<file path="src/lcc_pkg.sv">
package lcc_pkg;

   localparam int         LCC_NUM_CELLS    = 8;
   localparam int         LCC_ADD_BITS     = 7;
   localparam int         LCC_NUM_DED      = 6;
   localparam int         LCC_ADDR_W       = 8;
   localparam int         LCC_DATA_W       = 32;

   localparam logic [7:0] LCC_REG_MODE     = 8'h00;
   localparam logic [7:0] LCC_REG_GSEL     = 8'h04;
   localparam logic [7:0] LCC_REG_STAT     = 8'h08;

   localparam int         LCC_MODE_LSB     = 0;
   localparam int         LCC_REGUSE_BIT   = 2;
   localparam int         LCC_ACFG_LSB     = 3;
   localparam int         LCC_CLRSEL_BIT   = 6;

   localparam int         LCC_GSEL_CLR_LSB = 0;
   localparam int         LCC_GSEL_PRE_LSB = 3;
   localparam int         LCC_GSEL_ENA_LSB = 6;
   localparam int         LCC_GSEL_OE_LSB  = 9;

   localparam int         LCC_STAT_Q_LSB   = 0;
   localparam int         LCC_STAT_CY_BIT  = 8;
   localparam int         LCC_STAT_BUS_BIT = 9;
   localparam int         LCC_STAT_DED_LSB = 10;

   localparam logic [2:0] LCC_DED_LIMIT    = 3'h6;
   localparam logic [2:0] LCC_GSEL_NONE    = 3'h7;

   localparam logic [31:0] LCC_MODE_RST    = 32'h00000000;
   localparam logic [31:0] LCC_GSEL_RST    = 32'h00000FFF;

   typedef enum logic [1:0] {
      LCC_MODE_ADD = 2'h0,
      LCC_MODE_CNT = 2'h1,
      LCC_MODE_BUS = 2'h2
   } lcc_mode_type;

   typedef enum logic [2:0] {
      LCC_ACFG_CLR      = 3'h0,
      LCC_ACFG_PRE      = 3'h1,
      LCC_ACFG_CLR_PRE  = 3'h2,
      LCC_ACFG_LOAD_CLR = 3'h3,
      LCC_ACFG_LOAD_PRE = 3'h4,
      LCC_ACFG_LOAD     = 3'h5
   } lcc_acfg_type;

endpackage

</file>
<file path="src/lcc_cell.sv">
`timescale 1ns/10ps
module lcc_cell (
   input  wire logic              clk_i,
   input  wire logic              rst_b_i,
   input  wire lcc_pkg::lcc_mode_type mode_i,
   input  wire logic              reg_use_i,
   input  wire logic              opa_i,
   input  wire logic              opb_i,
   input  wire logic              cin_i,
   input  wire logic              load_d_i,
   input  wire logic              sync_load_i,
   input  wire logic              sync_clr_b_i,
   input  wire logic              clr_b_i,
   input  wire logic              pre_b_i,
   input  wire logic              aload_b_i,
   input  wire logic              ena_i,
   output logic                   q_o,
   output logic                   sum_o,
   output logic                   cout_o
);
   import lcc_pkg::*;

   logic opb_eff;
   logic add_sum;
   logic add_cy;
   logic cnt_bit;
   logic cnt_cy;
   logic cnt_sel;
   logic next_d;

   // Feeding the register back in place of one operand is what makes it
   // an accumulator rather than a pipelined adder.
   assign opb_eff = reg_use_i ? q_o : opb_i;
   assign add_sum = opa_i ^ opb_eff ^ cin_i;
   assign add_cy  = (opa_i & opb_eff)
                  | (cin_i & (opa_i ^ opb_eff));

   // Two two-input lookup functions: count bit and fast carry.
   assign cnt_bit = q_o ^ cin_i;
   assign cnt_cy  = q_o & cin_i;

   assign cnt_sel = sync_load_i ? load_d_i : cnt_bit;

   always_comb begin
      if (mode_i == LCC_MODE_CNT) begin
         next_d = cnt_sel & sync_clr_b_i;
         sum_o  = cnt_bit;
         cout_o = cnt_cy;
      end else begin
         next_d = add_sum;
         sum_o  = add_sum;
         cout_o = add_cy;
      end
   end

   // Clear wins over preset and load so the state is never ambiguous.
   always_ff @(posedge clk_i or negedge rst_b_i) begin
      if (!rst_b_i) begin
         q_o <= 1'b0;
      end else if (!clr_b_i) begin
         q_o <= 1'b0;
      end else if (!pre_b_i) begin
         q_o <= 1'b1;
      end else if (!aload_b_i) begin
         q_o <= load_d_i;
      end else if (ena_i) begin
         q_o <= next_d;
      end
   end

endmodule

</file>
<file path="src/lcc_cluster.sv">
`timescale 1ns/10ps
module lcc_cluster (
   input  wire logic                          CLK_I,
   input  wire logic                          RST_B_I,
   input  wire logic [lcc_pkg::LCC_ADDR_W-1:0] ADDR_I,
   input  wire logic [lcc_pkg::LCC_DATA_W-1:0] WDATA_I,
   input  wire logic                          WR_I,
   input  wire logic                          RD_I,
   output logic      [lcc_pkg::LCC_DATA_W-1:0] RDATA_O,
   input  wire logic [lcc_pkg::LCC_NUM_DED-1:0] DED_I,
   input  wire logic [lcc_pkg::LCC_NUM_CELLS-1:0] OPA_I,
   input  wire logic [lcc_pkg::LCC_NUM_CELLS-1:0] OPB_I,
   input  wire logic                          CARRY_IN_I,
   input  wire logic [lcc_pkg::LCC_NUM_CELLS-1:0] LOOKUP_DATA_IN_D_I,
   input  wire logic                          SYNC_LOAD_I,
   input  wire logic                          SYNC_CLR_B_I,
   input  wire logic                          CLUSTER_CTL_A_B_I,
   input  wire logic                          CLUSTER_CTL_B_B_I,
   input  wire logic [lcc_pkg::LCC_NUM_CELLS-1:0] BUS_DRV_I,
   input  wire logic [lcc_pkg::LCC_NUM_CELLS-1:0] BUS_OE_I,
   output logic      [lcc_pkg::LCC_NUM_CELLS-1:0] Q_O,
   output logic      [lcc_pkg::LCC_NUM_CELLS-1:0] DATA_O,
   output logic                               CARRY_O,
   output logic                               BUS_O,
   output logic                               OE_O
);
   import lcc_pkg::*;

   lcc_mode_type mode;
   logic         reg_use;
   lcc_acfg_type acfg;
   logic         clr_sel;
   logic [2:0]   gsel_clr;
   logic [2:0]   gsel_pre;
   logic [2:0]   gsel_ena;
   logic [2:0]   gsel_oe;

   logic [LCC_NUM_DED-1:0]   ded_meta;
   logic [LCC_NUM_DED-1:0]   ded_sync;

   logic                     g_clr_b;
   logic                     g_pre_b;
   logic                     g_ena;
   logic                     g_oe;
   logic                     ln_clr_b;
   logic                     ln_pre_b;
   logic                     ln_aload_b;
   logic                     cell_clr_b;
   logic                     cell_pre_b;
   logic                     cell_aload_b;
   logic                     sel_line_b;
   logic                     oth_line_b;

   logic [LCC_NUM_CELLS:0]   carry;
   logic [LCC_NUM_CELLS-1:0] cell_sum;
   logic                     bus_any;
   logic                     bus_multi;
   logic                     next_bus;
   logic [LCC_NUM_CELLS-1:0] add_ref;

   function automatic logic pick_ded(input logic [2:0] sel,
                                     input logic [LCC_NUM_DED-1:0] ded);
      logic r;
      r = 1'b1;
      if (sel < LCC_DED_LIMIT) begin
         r = ded[sel];
      end
      return r;
   endfunction

   // Configuration writes; reads have no side effects.
   always_ff @(posedge CLK_I or negedge RST_B_I) begin
      if (!RST_B_I) begin
         mode    <= lcc_mode_type'(LCC_MODE_RST[LCC_MODE_LSB +: 2]);
         reg_use <= LCC_MODE_RST[LCC_REGUSE_BIT];
         acfg    <= lcc_acfg_type'(LCC_MODE_RST[LCC_ACFG_LSB +: 3]);
         clr_sel <= LCC_MODE_RST[LCC_CLRSEL_BIT];
      end else if (WR_I && (ADDR_I == LCC_REG_MODE)) begin
         mode    <= lcc_mode_type'(WDATA_I[LCC_MODE_LSB +: 2]);
         reg_use <= WDATA_I[LCC_REGUSE_BIT];
         acfg    <= lcc_acfg_type'(WDATA_I[LCC_ACFG_LSB +: 3]);
         clr_sel <= WDATA_I[LCC_CLRSEL_BIT];
      end
   end

   always_ff @(posedge CLK_I or negedge RST_B_I) begin
      if (!RST_B_I) begin
         gsel_clr <= LCC_GSEL_RST[LCC_GSEL_CLR_LSB +: 3];
         gsel_pre <= LCC_GSEL_RST[LCC_GSEL_PRE_LSB +: 3];
         gsel_ena <= LCC_GSEL_RST[LCC_GSEL_ENA_LSB +: 3];
         gsel_oe  <= LCC_GSEL_RST[LCC_GSEL_OE_LSB +: 3];
      end else if (WR_I && (ADDR_I == LCC_REG_GSEL)) begin
         gsel_clr <= WDATA_I[LCC_GSEL_CLR_LSB +: 3];
         gsel_pre <= WDATA_I[LCC_GSEL_PRE_LSB +: 3];
         gsel_ena <= WDATA_I[LCC_GSEL_ENA_LSB +: 3];
         gsel_oe  <= WDATA_I[LCC_GSEL_OE_LSB +: 3];
      end
   end

   always_ff @(posedge CLK_I or negedge RST_B_I) begin
      if (!RST_B_I) begin
         RDATA_O <= 32'h00000000;
      end else if (RD_I) begin
         RDATA_O <= 32'h00000000;
         case (ADDR_I)
            LCC_REG_MODE: begin
               RDATA_O[LCC_MODE_LSB +: 2] <= mode;
               RDATA_O[LCC_REGUSE_BIT]    <= reg_use;
               RDATA_O[LCC_ACFG_LSB +: 3] <= acfg;
               RDATA_O[LCC_CLRSEL_BIT]    <= clr_sel;
            end
            LCC_REG_GSEL: begin
               RDATA_O[LCC_GSEL_CLR_LSB +: 3] <= gsel_clr;
               RDATA_O[LCC_GSEL_PRE_LSB +: 3] <= gsel_pre;
               RDATA_O[LCC_GSEL_ENA_LSB +: 3] <= gsel_ena;
               RDATA_O[LCC_GSEL_OE_LSB +: 3]  <= gsel_oe;
            end
            LCC_REG_STAT: begin
               RDATA_O[LCC_STAT_Q_LSB +: LCC_NUM_CELLS] <= Q_O;
               RDATA_O[LCC_STAT_CY_BIT]                 <= CARRY_O;
               RDATA_O[LCC_STAT_BUS_BIT]                <= BUS_O;
               RDATA_O[LCC_STAT_DED_LSB +: LCC_NUM_DED] <= ded_sync;
            end
            default: begin
               RDATA_O <= 32'h00000000;
            end
         endcase
      end else begin
         RDATA_O <= 32'h00000000;
      end
   end

   // Dedicated inputs are pins, so they are retimed before any use.
   always_ff @(posedge CLK_I or negedge RST_B_I) begin
      if (!RST_B_I) begin
         ded_meta <= '1;
         ded_sync <= '1;
      end else begin
         ded_meta <= DED_I;
         ded_sync <= ded_meta;
      end
   end

   // A selector left at none reads high, so an unused global never acts.
   assign g_clr_b = pick_ded(gsel_clr, ded_sync);
   assign g_pre_b = pick_ded(gsel_pre, ded_sync);
   assign g_ena   = pick_ded(gsel_ena, ded_sync);
   assign g_oe    = pick_ded(gsel_oe, ded_sync);

   assign sel_line_b = clr_sel ? CLUSTER_CTL_B_B_I
                               : CLUSTER_CTL_A_B_I;
   assign oth_line_b = clr_sel ? CLUSTER_CTL_A_B_I : CLUSTER_CTL_B_B_I;

   always_comb begin
      ln_clr_b   = 1'b1;
      ln_pre_b   = 1'b1;
      ln_aload_b = 1'b1;
      case (acfg)
         LCC_ACFG_CLR: begin
            ln_clr_b = sel_line_b;
         end
         LCC_ACFG_PRE: begin
            ln_pre_b = sel_line_b;
         end
         LCC_ACFG_CLR_PRE: begin
            ln_clr_b = sel_line_b;
            ln_pre_b = oth_line_b;
         end
         LCC_ACFG_LOAD_CLR: begin
            ln_aload_b = CLUSTER_CTL_A_B_I;
            ln_clr_b   = CLUSTER_CTL_B_B_I;
         end
         LCC_ACFG_LOAD_PRE: begin
            ln_aload_b = CLUSTER_CTL_A_B_I;
            ln_pre_b   = CLUSTER_CTL_B_B_I;
         end
         LCC_ACFG_LOAD: begin
            ln_aload_b = CLUSTER_CTL_A_B_I;
         end
         default: begin
            ln_clr_b   = 1'b1;
            ln_pre_b   = 1'b1;
            ln_aload_b = 1'b1;
         end
      endcase
   end

   assign cell_clr_b   = ln_clr_b & g_clr_b;
   assign cell_pre_b   = ln_pre_b & g_pre_b;
   assign cell_aload_b = ln_aload_b;

   assign carry[0] = CARRY_IN_I;

   // The top cell is the extra one of an n plus one adder: in adding mode
   // its operands are forced low so it captures the final carry alone.
   for (genvar i = 0; i < LCC_NUM_CELLS; i++) begin : g_cell
      logic opa;
      logic opb;
      logic ru;
      if (i == LCC_ADD_BITS) begin : g_top
         assign opa = (mode == LCC_MODE_ADD) ? 1'b0 : OPA_I[i];
         assign opb = (mode == LCC_MODE_ADD) ? 1'b0 : OPB_I[i];
         assign ru  = (mode == LCC_MODE_ADD) ? 1'b0 : reg_use;
      end else begin : g_low
         assign opa = OPA_I[i];
         assign opb = OPB_I[i];
         assign ru  = reg_use;
      end
      lcc_cell u_cell (
         .clk_i        (CLK_I),
         .rst_b_i      (RST_B_I),
         .mode_i       (mode),
         .reg_use_i    (ru),
         .opa_i        (opa),
         .opb_i        (opb),
         .cin_i        (carry[i]),
         .load_d_i     (LOOKUP_DATA_IN_D_I[i]),
         .sync_load_i  (SYNC_LOAD_I),
         .sync_clr_b_i (SYNC_CLR_B_I),
         .clr_b_i      (cell_clr_b),
         .pre_b_i      (cell_pre_b),
         .aload_b_i    (cell_aload_b),
         .ena_i        (g_ena),
         .q_o          (Q_O[i]),
         .sum_o        (cell_sum[i]),
         .cout_o       (carry[i+1])
      );
   end

   // Outputs are registered, so a bypassed sum appears one cycle later.
   always_ff @(posedge CLK_I or negedge RST_B_I) begin
      if (!RST_B_I) begin
         DATA_O  <= '0;
         CARRY_O <= 1'b0;
         OE_O    <= 1'b0;
      end else begin
         if ((mode == LCC_MODE_ADD) && !reg_use) begin
            DATA_O <= cell_sum;
         end else begin
            DATA_O <= Q_O;
         end
         if (mode == LCC_MODE_CNT) begin
            CARRY_O <= carry[LCC_NUM_CELLS];
         end else begin
            CARRY_O <= carry[LCC_ADD_BITS];
         end
         OE_O <= g_oe;
      end
   end

   // More than one enable set is found by clearing the lowest set bit.
   assign bus_any   = |BUS_OE_I;
   assign bus_multi = |(BUS_OE_I & (BUS_OE_I - 8'h01));
   assign next_bus  = !bus_any ? 1'b1 :
                      (bus_multi ? 1'b0 : |(BUS_DRV_I & BUS_OE_I));

   always_ff @(posedge CLK_I or negedge RST_B_I) begin
      if (!RST_B_I) begin
         BUS_O <= 1'b1;
      end else begin
         BUS_O <= next_bus;
      end
   end

   assign add_ref = {1'b0, OPA_I[LCC_ADD_BITS-1:0]}
                  + {1'b0, OPB_I[LCC_ADD_BITS-1:0]}
                  + {7'h00, CARRY_IN_I};

   property p_bus_float;
      @(posedge CLK_I) disable iff (!RST_B_I)
      (BUS_OE_I == 8'h00) |=> BUS_O;
   endproperty
   a_bus_float: assert property (p_bus_float)
      else $error("Floating bus did not read high.");

   property p_bus_contend;
      @(posedge CLK_I) disable iff (!RST_B_I)
      ($countones(BUS_OE_I) > 1) |=> !BUS_O;
   endproperty
   a_bus_contend: assert property (p_bus_contend)
      else $error("Contending bus did not read low.");

   property p_bus_single;
      @(posedge CLK_I) disable iff (!RST_B_I)
      $onehot(BUS_OE_I) |=> (BUS_O == $past(|(BUS_DRV_I & BUS_OE_I)));
   endproperty
   a_bus_single: assert property (p_bus_single)
      else $error("Single bus driver not passed through.");

   property p_clr_first;
      @(posedge CLK_I) disable iff (!RST_B_I)
      !cell_clr_b |=> (Q_O == 8'h00);
   endproperty
   a_clr_first: assert property (p_clr_first)
      else $error("Clear did not empty the cell registers.");

   property p_preset;
      @(posedge CLK_I) disable iff (!RST_B_I)
      (cell_clr_b && !cell_pre_b) |=> (Q_O == 8'hFF);
   endproperty
   a_preset: assert property (p_preset)
      else $error("Active low preset did not set the registers.");

   property p_aload;
      @(posedge CLK_I) disable iff (!RST_B_I)
      (cell_clr_b && cell_pre_b && !cell_aload_b)
         |=> (Q_O == $past(LOOKUP_DATA_IN_D_I));
   endproperty
   a_aload: assert property (p_aload)
      else $error("Load did not copy the lookup data input.");

   property p_sync_clr;
      @(posedge CLK_I) disable iff (!RST_B_I)
      ((mode == LCC_MODE_CNT) && cell_clr_b && cell_pre_b && cell_aload_b
         && g_ena && !SYNC_CLR_B_I) |=> (Q_O == 8'h00);
   endproperty
   a_sync_clr: assert property (p_sync_clr)
      else $error("Synchronous clear did not empty the counter.");

   property p_sync_load;
      @(posedge CLK_I) disable iff (!RST_B_I)
      ((mode == LCC_MODE_CNT) && cell_clr_b && cell_pre_b && cell_aload_b
         && g_ena && SYNC_CLR_B_I && SYNC_LOAD_I)
         |=> (Q_O == $past(LOOKUP_DATA_IN_D_I));
   endproperty
   a_sync_load: assert property (p_sync_load)
      else $error("Synchronous load value not taken.");

   property p_count;
      @(posedge CLK_I) disable iff (!RST_B_I)
      ((mode == LCC_MODE_CNT) && cell_clr_b && cell_pre_b && cell_aload_b
         && g_ena && SYNC_CLR_B_I && !SYNC_LOAD_I && CARRY_IN_I)
         |=> (Q_O == 8'($past(Q_O) + 8'h01));
   endproperty
   a_count: assert property (p_count)
      else $error("Counter did not step by one.");

   property p_adder;
      @(posedge CLK_I) disable iff (!RST_B_I)
      ((mode == LCC_MODE_ADD) && !reg_use && cell_clr_b && cell_pre_b
         && cell_aload_b && g_ena) |=> (Q_O == $past(add_ref));
   endproperty
   a_adder: assert property (p_adder)
      else $error("Registered adder result or final carry wrong.");

endmodule

</file>
<file path="config.mk">
export PLATFORM = sky130hd
export DESIGN_NAME = lcc_cluster
export DESIGN_NICKNAME = d
export VERILOG_FILES = /design/src/lcc_pkg.sv /design/src/lcc_cell.sv /design/src/lcc_cluster.sv
export SDC_FILE = /design/constraint.sdc
export NUM_CORES = 1
export LEC_CHECK = 0
export ABC_AREA = 1
export BUFFER_PORTS_ARGS = -buffer_cell sky130_fd_sc_hd__buf_2
export CELL_PAD_IN_SITES_DETAIL_PLACEMENT = 0
export CELL_PAD_IN_SITES_GLOBAL_PLACEMENT = 2
export CORE_ASPECT_RATIO = 1.2
export CORE_UTILIZATION = 27
export DETAILED_ROUTE_END_ITERATION = 8
export PLACE_DENSITY_LB_ADDON = 0.1
export SLEW_MARGIN = 20
export SYNTH_ARGS = -nofsm -noshare
export SYNTH_HDL_FRONTEND = slang
export SYNTH_SLANG_ARGS = --single-unit
</file>
<file path="constraint.sdc">
create_clock -name CLK_I -period 5.49 [get_ports CLK_I]
set_input_delay 0.549 -clock CLK_I [delete_from_list [all_inputs] [get_ports CLK_I]]
set_output_delay 0.549 -clock CLK_I [all_outputs]
set_load 0.01 [all_outputs]
</file>
Word-level counts from Yosys, hierarchy flattened:

Index checks and enable logic that the tools add are counted.

* flip-flop bits (word level): 82
* input bits: 95
* output and inout port bits: 51
* word-level logic and storage cells: 217

* add/sub/neg operators: 1
* order comparisons: 8
* eq/ne operators: 9
* muxes and demuxes: 99
* bitwise operators: 65
* reduce and logical (&&, ||, !) cells: 12

Operator list (count)
* 1-bit 2-to-1 mux: 88
* 1-bit bitwise AND: 32
* 8-bit OR reduction: 3
* 1-bit XOR: 24
* 7-bit case mux with 3 select lines: 1
* 8-bit bitwise AND: 2
* 3-bit by 4-bit less-than comparator with 1-bit output, second input constant: 4
* 16-bit 2-to-1 mux: 1
* 1-bit binary-select mux with 3-bit select: 4
* 3-bit less-than comparator, second input constant: 4
* 5-bit case mux with 2 select lines: 1
* 8-bit by 3-bit == test with 1-bit output, second input constant: 1
* 8-bit by 4-bit == test with 1-bit output, second input constant: 1
* 8-bit zero test: 1
* 8-bit 2-to-1 mux: 1
* 8-bit by 1-bit subtractor with 8-bit output, second input constant: 1
* 1-bit OR: 7
* 3-bit by 2-bit == test with 1-bit output, second input constant: 2
* 3-bit == test, second input constant: 2
* 4-bit 2-to-1 mux: 1
* 4-bit inequality test, second input constant: 1
* 3-bit by 1-bit == test with 1-bit output, second input constant: 1
* 1-bit logical AND: 3
* 3-bit zero test: 1
* 7 further kinds: 7

Longest topological paths before layout:

* depth in word-level cells: 31
* gate-level depth with buffers: 31
* mapped depth without buffers: 31

Modules after synthesis:

Synthesis repeated with hierarchy kept, for this count alone.

* cells, all modules: 550
* area total of the unflattened synthesis: 4345.4 um^2

By module, submodules not included
* lcc_cluster: instances 1, cells an instance 342, area an instance 2916.5 um^2, seq. area each 1482.7 um^2
* lcc_cell at g_cell[2].u_cell ...: instances 4, cells an instance 26, area an instance 177.7 um^2, seq. area each 25.0 um^2
* lcc_cell at g_cell[1].u_cell ...: instances 2, cells an instance 26, area an instance 180.2 um^2, seq. area each 25.0 um^2
* lcc_cell at g_cell[0].u_cell ...: instances 2, cells an instance 26, area an instance 178.9 um^2, seq. area each 25.0 um^2

Worst setup path before layout:

No wires, ideal clock.

* kind: input-to-reg
* start: input OPB_I[0] in the netlist's numbering
* end: register g_cell[7].u_cell.q_o
* library setup time: 0.117 ns
* arrival: 5.025 ns
* required time: 5.373 ns
* path slack: 0.348 ns
* stages: 29
* path buffers: 0
* path through: o21ai_0 -> fa_1 -> o21ai_0 -> fa_1 -> nand2_1 -> nand2_1 -> fa_1 -> nand2_1 -> nand2_1 -> fa_1 -> nand2_1 -> nand2_1 -> fa_1 -> nand2_1 -> nand2_1 -> fa_1 -> nand2_1 -> nand2_1 -> fa_1 -> nand2_1 -> nand2_1 -> ha_1 -> mux2_2 -> nand2_1 -> nand2_1 -> nand2_1 -> nand2_1 -> nand2_1 -> nand2_1

* cells in the longest elaborated chain, start to end: 31
* elaborated cells between the ends (all ways): 39
* those cells by class: 14 x mux; 25 x bitwise

Ends and longest elaborated chain
* start: declaration: RTL line lcc_cluster.sv:12 `input wire logic [lcc_pkg::LCC_NUM_CELLS-1:0] OPB_I,`
* 1-bit 2-to-1 mux (*): RTL line lcc_cell.sv:33 `assign opb_eff = reg_use_i ? q_o : opb_i;`
* 1-bit XOR: RTL line lcc_cell.sv:36 `| (cin_i & (opa_i ^ opb_eff));`
* 1-bit bitwise AND: RTL line lcc_cell.sv:36
* 1-bit OR (*): RTL line lcc_cell.sv:36
* 1-bit 2-to-1 mux (*): RTL line lcc_cell.sv:45 `if (mode_i == LCC_MODE_CNT) begin`
* 1-bit bitwise AND: RTL line lcc_cell.sv:36
* 1-bit OR: RTL line lcc_cell.sv:36
* 1-bit 2-to-1 mux (*): RTL line lcc_cell.sv:45
* (+15 left out)
* 1-bit XOR: RTL line lcc_cell.sv:39 `assign cnt_bit = q_o ^ cin_i;`
* 1-bit 2-to-1 mux: RTL line lcc_cell.sv:42 `assign cnt_sel = sync_load_i ? load_d_i : cnt_bit;`
* 1-bit bitwise AND: RTL line lcc_cell.sv:46 `next_d = cnt_sel & sync_clr_b_i;`
* 1-bit 2-to-1 mux (*): RTL line lcc_cell.sv:45
* 1-bit 2-to-1 mux (*): RTL line lcc_cell.sv:66 `end else if (ena_i) begin`
* 1-bit 2-to-1 mux (*): RTL line lcc_cell.sv:64 `end else if (!aload_b_i) begin`
* 1-bit 2-to-1 mux (*): RTL line lcc_cell.sv:62 `end else if (!pre_b_i) begin`
* 1-bit 2-to-1 mux (*): RTL line lcc_cell.sv:60 `end else if (!clr_b_i) begin`
* end signal: assignment: RTL line lcc_cell.sv:65 `q_o <= load_d_i;`
* end signal: assignment: RTL line lcc_cell.sv:67 `q_o <= next_d;`
* end: declaration: RTL line lcc_cell.sv:17 `output logic q_o,`

Mark *: on every way between the ends. The rest lies on a longest branch, timed or not. The select of a mux whose other input is x is not followed.
A chain may end at the register's enable or synchronous reset.

Worst setup path after layout:

* start: register reg_use (netlist: g_cell[0].ru)
* end: register g_cell[7].u_cell.q_o

* cells in the longest elaborated chain, start to end: 31
* elaborated cells between the ends (all ways): 60
* those cells by class: 22 x mux; 38 x bitwise

Ends and longest elaborated chain
* start: declaration: RTL line lcc_cluster.sv:30 `logic reg_use;`
* start signal: assignment: RTL line lcc_cluster.sv:75 `reg_use <= LCC_MODE_RST[LCC_REGUSE_BIT];`
* start signal: assignment: RTL line lcc_cluster.sv:80 `reg_use <= WDATA_I[LCC_REGUSE_BIT];`
* 1-bit 2-to-1 mux: RTL line lcc_cell.sv:33
* 1-bit XOR: RTL line lcc_cell.sv:36
* 1-bit bitwise AND: RTL line lcc_cell.sv:36
* 1-bit OR: RTL line lcc_cell.sv:36
* 1-bit 2-to-1 mux: RTL line lcc_cell.sv:45
* 1-bit bitwise AND: RTL line lcc_cell.sv:36
* 1-bit OR: RTL line lcc_cell.sv:36
* 1-bit 2-to-1 mux: RTL line lcc_cell.sv:45
* (+15 left out)
* 1-bit XOR: RTL line lcc_cell.sv:39
* 1-bit 2-to-1 mux: RTL line lcc_cell.sv:42
* 1-bit bitwise AND: RTL line lcc_cell.sv:46
* 1-bit 2-to-1 mux (*): RTL line lcc_cell.sv:45
* 1-bit 2-to-1 mux (*): RTL line lcc_cell.sv:66
* 1-bit 2-to-1 mux (*): RTL line lcc_cell.sv:64
* 1-bit 2-to-1 mux (*): RTL line lcc_cell.sv:62
* 1-bit 2-to-1 mux (*): RTL line lcc_cell.sv:60

Marks and branches as above.

==> results_tabular.tex <==
\begin{tabular}{lr}
\hline
Metric & Value \\
\hline
\multicolumn{2}{l}{\textbf{Synthesis}} \\
Post-synthesis instance area & roughly 3900 um\^{}2 \\
Seq/Total Area, Yosys & 42.71\% \\
Top post-synthesis cells by area & sky130\_fd\_sc\_hd\_\_dfrtp\_1 (26\%), sky130\_fd\_sc\_hd\_\_dfstp\_2 (17\%), sky130\_fd\_sc\_hd\_\_nand2\_1 (16\%), sky130\_fd\_sc\_hd\_\_inv\_1 (5.8\%), sky130\_fd\_sc\_hd\_\_buf\_4 (4.6\%) \\
Mapped Cells & 518 \\
Fraction of post-synthesis cell area in the top cell type by area & 26.04\% \\
Synthesis warning total & 0 \\
Register bit total from synthesis & 66 \\
Syn Area/Cell & around 7.6 um\^{}2 \\
Post-synth top area cell & sky130\_fd\_sc\_hd\_\_dfrtp\_1 \\
Library cells used by synthesis & 36 \\
\multicolumn{2}{l}{\textbf{CTS}} \\
CTS Buf Count & 9 \\
Clock insertion delay at the later pin of the skew report & roughly 0.33 ns \\
Number of sinks handled by clock tree synthesis & 66 \\
Clock input transition at the sequential cells of the worst setup and hold paths & approximately 0.060 ns \\
Largest buffer count on any clock path & 2 \\
Clock tree from TritonCTS & built \\
Deepest level of the CTS H-tree & 3 \\
Setup fix buffers added after clock tree synthesis & 0 \\
CTS root buffer & sky130\_fd\_sc\_hd\_\_clkbuf\_16 \\
\multicolumn{2}{l}{\textbf{Worst setup path}} \\
Crit. End Element & flip-flop \\
Startpoint type of the worst setup path & flip-flop \\
Launch point of the worst reg-to-reg path & g\_cell[0].ru\$\_DFFE\_PN0P\_ \\
Critical Path Slowest Stage Cell & sky130\_fd\_sc\_hd\_\_dfrtp\_1 \\
Critical path class & reg -> reg \\
Depth of the worst register-to-register path & 29 \\
Worst EP arrival & between 5 and 6 ns \\
Capture instance of the worst register-to-register path & g\_cell[7].u\_cell.q\_o\$\_DFFE\_PN0P\_ \\
Register-to-register setup slack & roughly 0.41 ns \\
Worst endpoint required time & about 5.7 ns \\
Largest fanout on the critical path & 3 \\
Crit-path max cell delay & 0.41 ns \\
Crit-path most repeated cell & sky130\_fd\_sc\_hd\_\_nand2\_1 \\
\multicolumn{2}{l}{\textbf{Timing}} \\
Slew of the pin with the lowest slew margin & approximately 0.87 ns \\
Final Hold Fails & 0 \\
Setup Total Neg Slack & 0 ns \\
Period minus WS final & $\sim$5.1 ns \\
Finish-stage setup viols & 0 \\
Setup repair after global routing missed its margin & false \\
Max Clock Skew & between 0.005 and 0.006 ns \\
Max-slew headroom & 42.27\% \\
Final setup margin & approximately 0.41 ns \\
Fmax & between 150 and 200 MHz \\
Final period utilization & $\sim$90\% \\
Total count of max-transition violations in the final report & 0 \\
\multicolumn{2}{l}{\textbf{Global route}} \\
Pin count of the biggest net entering global routing & 67 \\
Global-route total usage across every layer & 17.10\% \\
Wire length of the first global-routing pass & between 15000 and 20000 um \\
Vias in the first global route & around 3800 \\
Number of antenna violations at the first check in global routing & 0 \\
Final global-route overflow total & 0 \\
\multicolumn{2}{l}{\textbf{Final layout}} \\
Number of inserted filler cells in the final layout & 1586 \\
Area of all placed cells without fillers & between 4000 and 5000 um\^{}2 \\
Final \#Nets & $\sim$750 \\
Ratio of cells with drive above 1 in the final layout & between 30\% and 40\% \\
Number of antenna repair diodes & 0 \\
Area grow syn2layout & 26.48\% \\
\multicolumn{2}{l}{\textbf{Placement}} \\
Post-DP Area & between 4000 and 5000 um\^{}2 \\
IO buf count & 109 \\
Worst Setup Slack post-DPL & -0.2218 ns \\
HPWL after detailed placement & slightly below 10000 um \\
Gp weighted congestion & roughly 0.78 \\
\multicolumn{2}{l}{\textbf{Min path}} \\
Number of instances on the worst hold path & 1 \\
Startpoint of the tightest hold check path & DED\_I[3] \\
Hold-critical path endpoint & ded\_meta[3]\$\_DFF\_PN1\_ \\
Worst Hold Class & in -> reg \\
\multicolumn{2}{l}{\textbf{Power}} \\
Share of power burned in combinational logic & a little under a fifth \\
Psw & 0.4215 mW \\
Cell Int Power & 0.9787 mW \\
Sequential share of power & approximately two fifths \\
Total power divided by cell area & around 280 nW/um\^{}2 \\
Clock network power share & a little over two fifths \\
Max rail drop VDD & 0.0001218 V \\
Switching share of total power & a little under a third \\
Standby leakage power & roughly 2.7 nW \\
\multicolumn{2}{l}{\textbf{Route}} \\
Antenna-violating nets left & 0 \\
Top routing layer in use & met4 \\
Via/cell ratio & between 4 and 5 \\
Router iterations before antenna repair & 7 \\
Routed vias & 3669 \\
Met2 routed wirelength & 6635 um \\
Routed length per placed instance & 14.93 um \\
Detailed-route wire length on metal 1 & between 4000 and 5000 um \\
Routed Wire Length & 12180 um \\
Routed length on met3 & roughly 440 um \\
First-iteration detailed-routing DRC count & 173 \\
Remaining design rule violation count & 7 \\
\multicolumn{2}{l}{\textbf{Die}} \\
Starting utilization of the core area & between 20\% and 30\% \\
Core footprint & approximately 14000 um\^{}2 \\
I/O pin cnt & roughly 150 \\
Number of placement rows & 48 \\
X dimension of the die & approximately 110 um \\
Overall die area & around 15000 um\^{}2 \\
Vert. Die Dim & about 130 um \\
\multicolumn{2}{l}{\textbf{Flow run}} \\
Maximum Capacitance Violations & 0 \\
\multicolumn{2}{l}{\textbf{Run status}} \\
Run status & complete, but fails checks \\
Violations in the final reports & design-rule violations \\
\hline
\end{tabular}
-- critical path, delay by kind of cell, from the launching register on --
family / cells / cell delay, ns
AOI/OAI and AO/OA: 2 / 0.29
adders and majority gates: 8 / 2.77
DFF: 1 / 0.41
muxes: 1 / 0.25
and+or+nand+nor: 18 / 1.24
-- cells in the mapped netlist (all sizes together) --
cell type and instances:
a2111oi 1, mux2 2, conb 1, o22ai 7
o2111ai 1, o21ai 52, nand3 22, inv 68
nor4 1, nor2 46, ha 8, a31oi 1
a21oi 23, nand2 169, or2 2, clkbuf 6
buf 25, fa 7, dfrtp 41, nor3 1
nand4 8, dfstp 25, mux2i 1
-- cells in the final DEF, fill, tap and decap left out, types with 8 or more instances in the layout --
cell type,instances
sky130_fd_sc_hd__buf_4,14
sky130_fd_sc_hd__o21ai_0,26
sky130_fd_sc_hd__nand2_1,163
sky130_fd_sc_hd__conb_1,16
sky130_fd_sc_hd__ha_1,8
sky130_fd_sc_hd__o21ai_1,24
sky130_fd_sc_hd__dfrtp_1,41
sky130_fd_sc_hd__clkbuf_16,10
sky130_fd_sc_hd__dfstp_2,25
sky130_fd_sc_hd__a21oi_1,22
sky130_fd_sc_hd__buf_2,109
sky130_fd_sc_hd__nor2_1,39
sky130_fd_sc_hd__nand3_1,20
sky130_fd_sc_hd__inv_1,61
-- power by group through the flow --
stage | sequential, mW | combinational (mW) | clock (mW)
after floorplan | 0.556 | 0.153 | 0
after global placement | 0.557 | 0.263 | 0
after detailed placement | 0.558 | 0.264 | 0
after CTS | 0.550 | 0.265 | 0.602
after global routing | 0.553 | 0.299 | 0.622
final | 0.548 | 0.262 | 0.590
-- worst max path at each step --
stage / from / endpoint / slack, ns / depth (start not counted)
CTS: g_cell[0].ru$_DFFE_PN0P_ / g_cell[7].u_cell.q_o$_DFFE_PN0P_ / 0.02 / 29
global placement: OPB_I[0] / g_cell[7].u_cell.q_o$_DFFE_PN0P_ / -0.08 / 30
finish: g_cell[0].ru$_DFFE_PN0P_ / g_cell[7].u_cell.q_o$_DFFE_PN0P_ / 0.41 / 29
detailed placement: OPB_I[0] / g_cell[7].u_cell.q_o$_DFFE_PN0P_ / -0.22 / 30
global route: g_cell[0].u_cell.q_o$_DFFE_PN0P_ / g_cell[7].u_cell.q_o$_DFFE_PN0P_ / 0.03 / 31
floorplan: OPB_I[0] / g_cell[7].u_cell.q_o$_DFFE_PN0P_ / 0.35 / 29
-- final cells by class --
type                       instances  area (um^2)  area share [%]
multi-input combinational        368         1868           37.48
timing repair buffer             123        650.6           13.06
clock buffer                      11        264.0           5.298
tap                              175        219.0           4.394
sequential                        66         1683           33.77
clock inverter                     5        41.29          0.8285
inverter                          68        257.7           5.172
-- sequential cells by signal, summed over array words and instances (netlist names) --
register	count
gsel_clr	3
CARRY_O	1
mode	2
gsel_ena	3
OE_O	1
BUS_O	1
gsel_oe	3
g_cell.u_cell.q_o	8
gsel_pre	3
acfg	3
RDATA_O	16
g_cell.ru	1
clr_sel	1
ded_sync	6
ded_meta	6
DATA_O	8
-- layer usage --
| layer | track usage, % | up-vias |
|---|---|---|
| met5 | 0 | - |
| met4 | 5.852 | 0 |
| met3 | 2.847 | 15 |
| met2 | 32.92 | 87 |
| met1 | 18.81 | 1726 |
| li1 | - | 1841 |
-- metrics by stage --
stage	power, mW	utilization [%]	hold slack [ns]	instances
after floorplan	0.7088	-	0.2534	533
after global placement	0.8206	32.59	0.3466	800
after detailed placement	0.8222	32.59	0.3468	800
after CTS	1.417	34.73	0.2989	816
after global routing	1.474	34.87	0.2941	816
final	1.400	34.87	0.3110	816
-- kinds of logic (layout without fill, tap and decap cells) --
logic type	Yosys count	count (layout)	synth area share [%]
simple gates	249	249	26.77
buf+inv	99	207	11.81
compound gates	85	85	11.69
flops	66	66	42.71
fa+ha+maj	15	15	6.097
mux	3	3	0.8256
other cells	1	16	0.09518
-- timing repair --
action,CTS,global route
setup endpoints to repair,0,1
hold buffers,0,0
gates resized for setup,0,9
No activity file was read; power rests on OpenSTA's default activity.
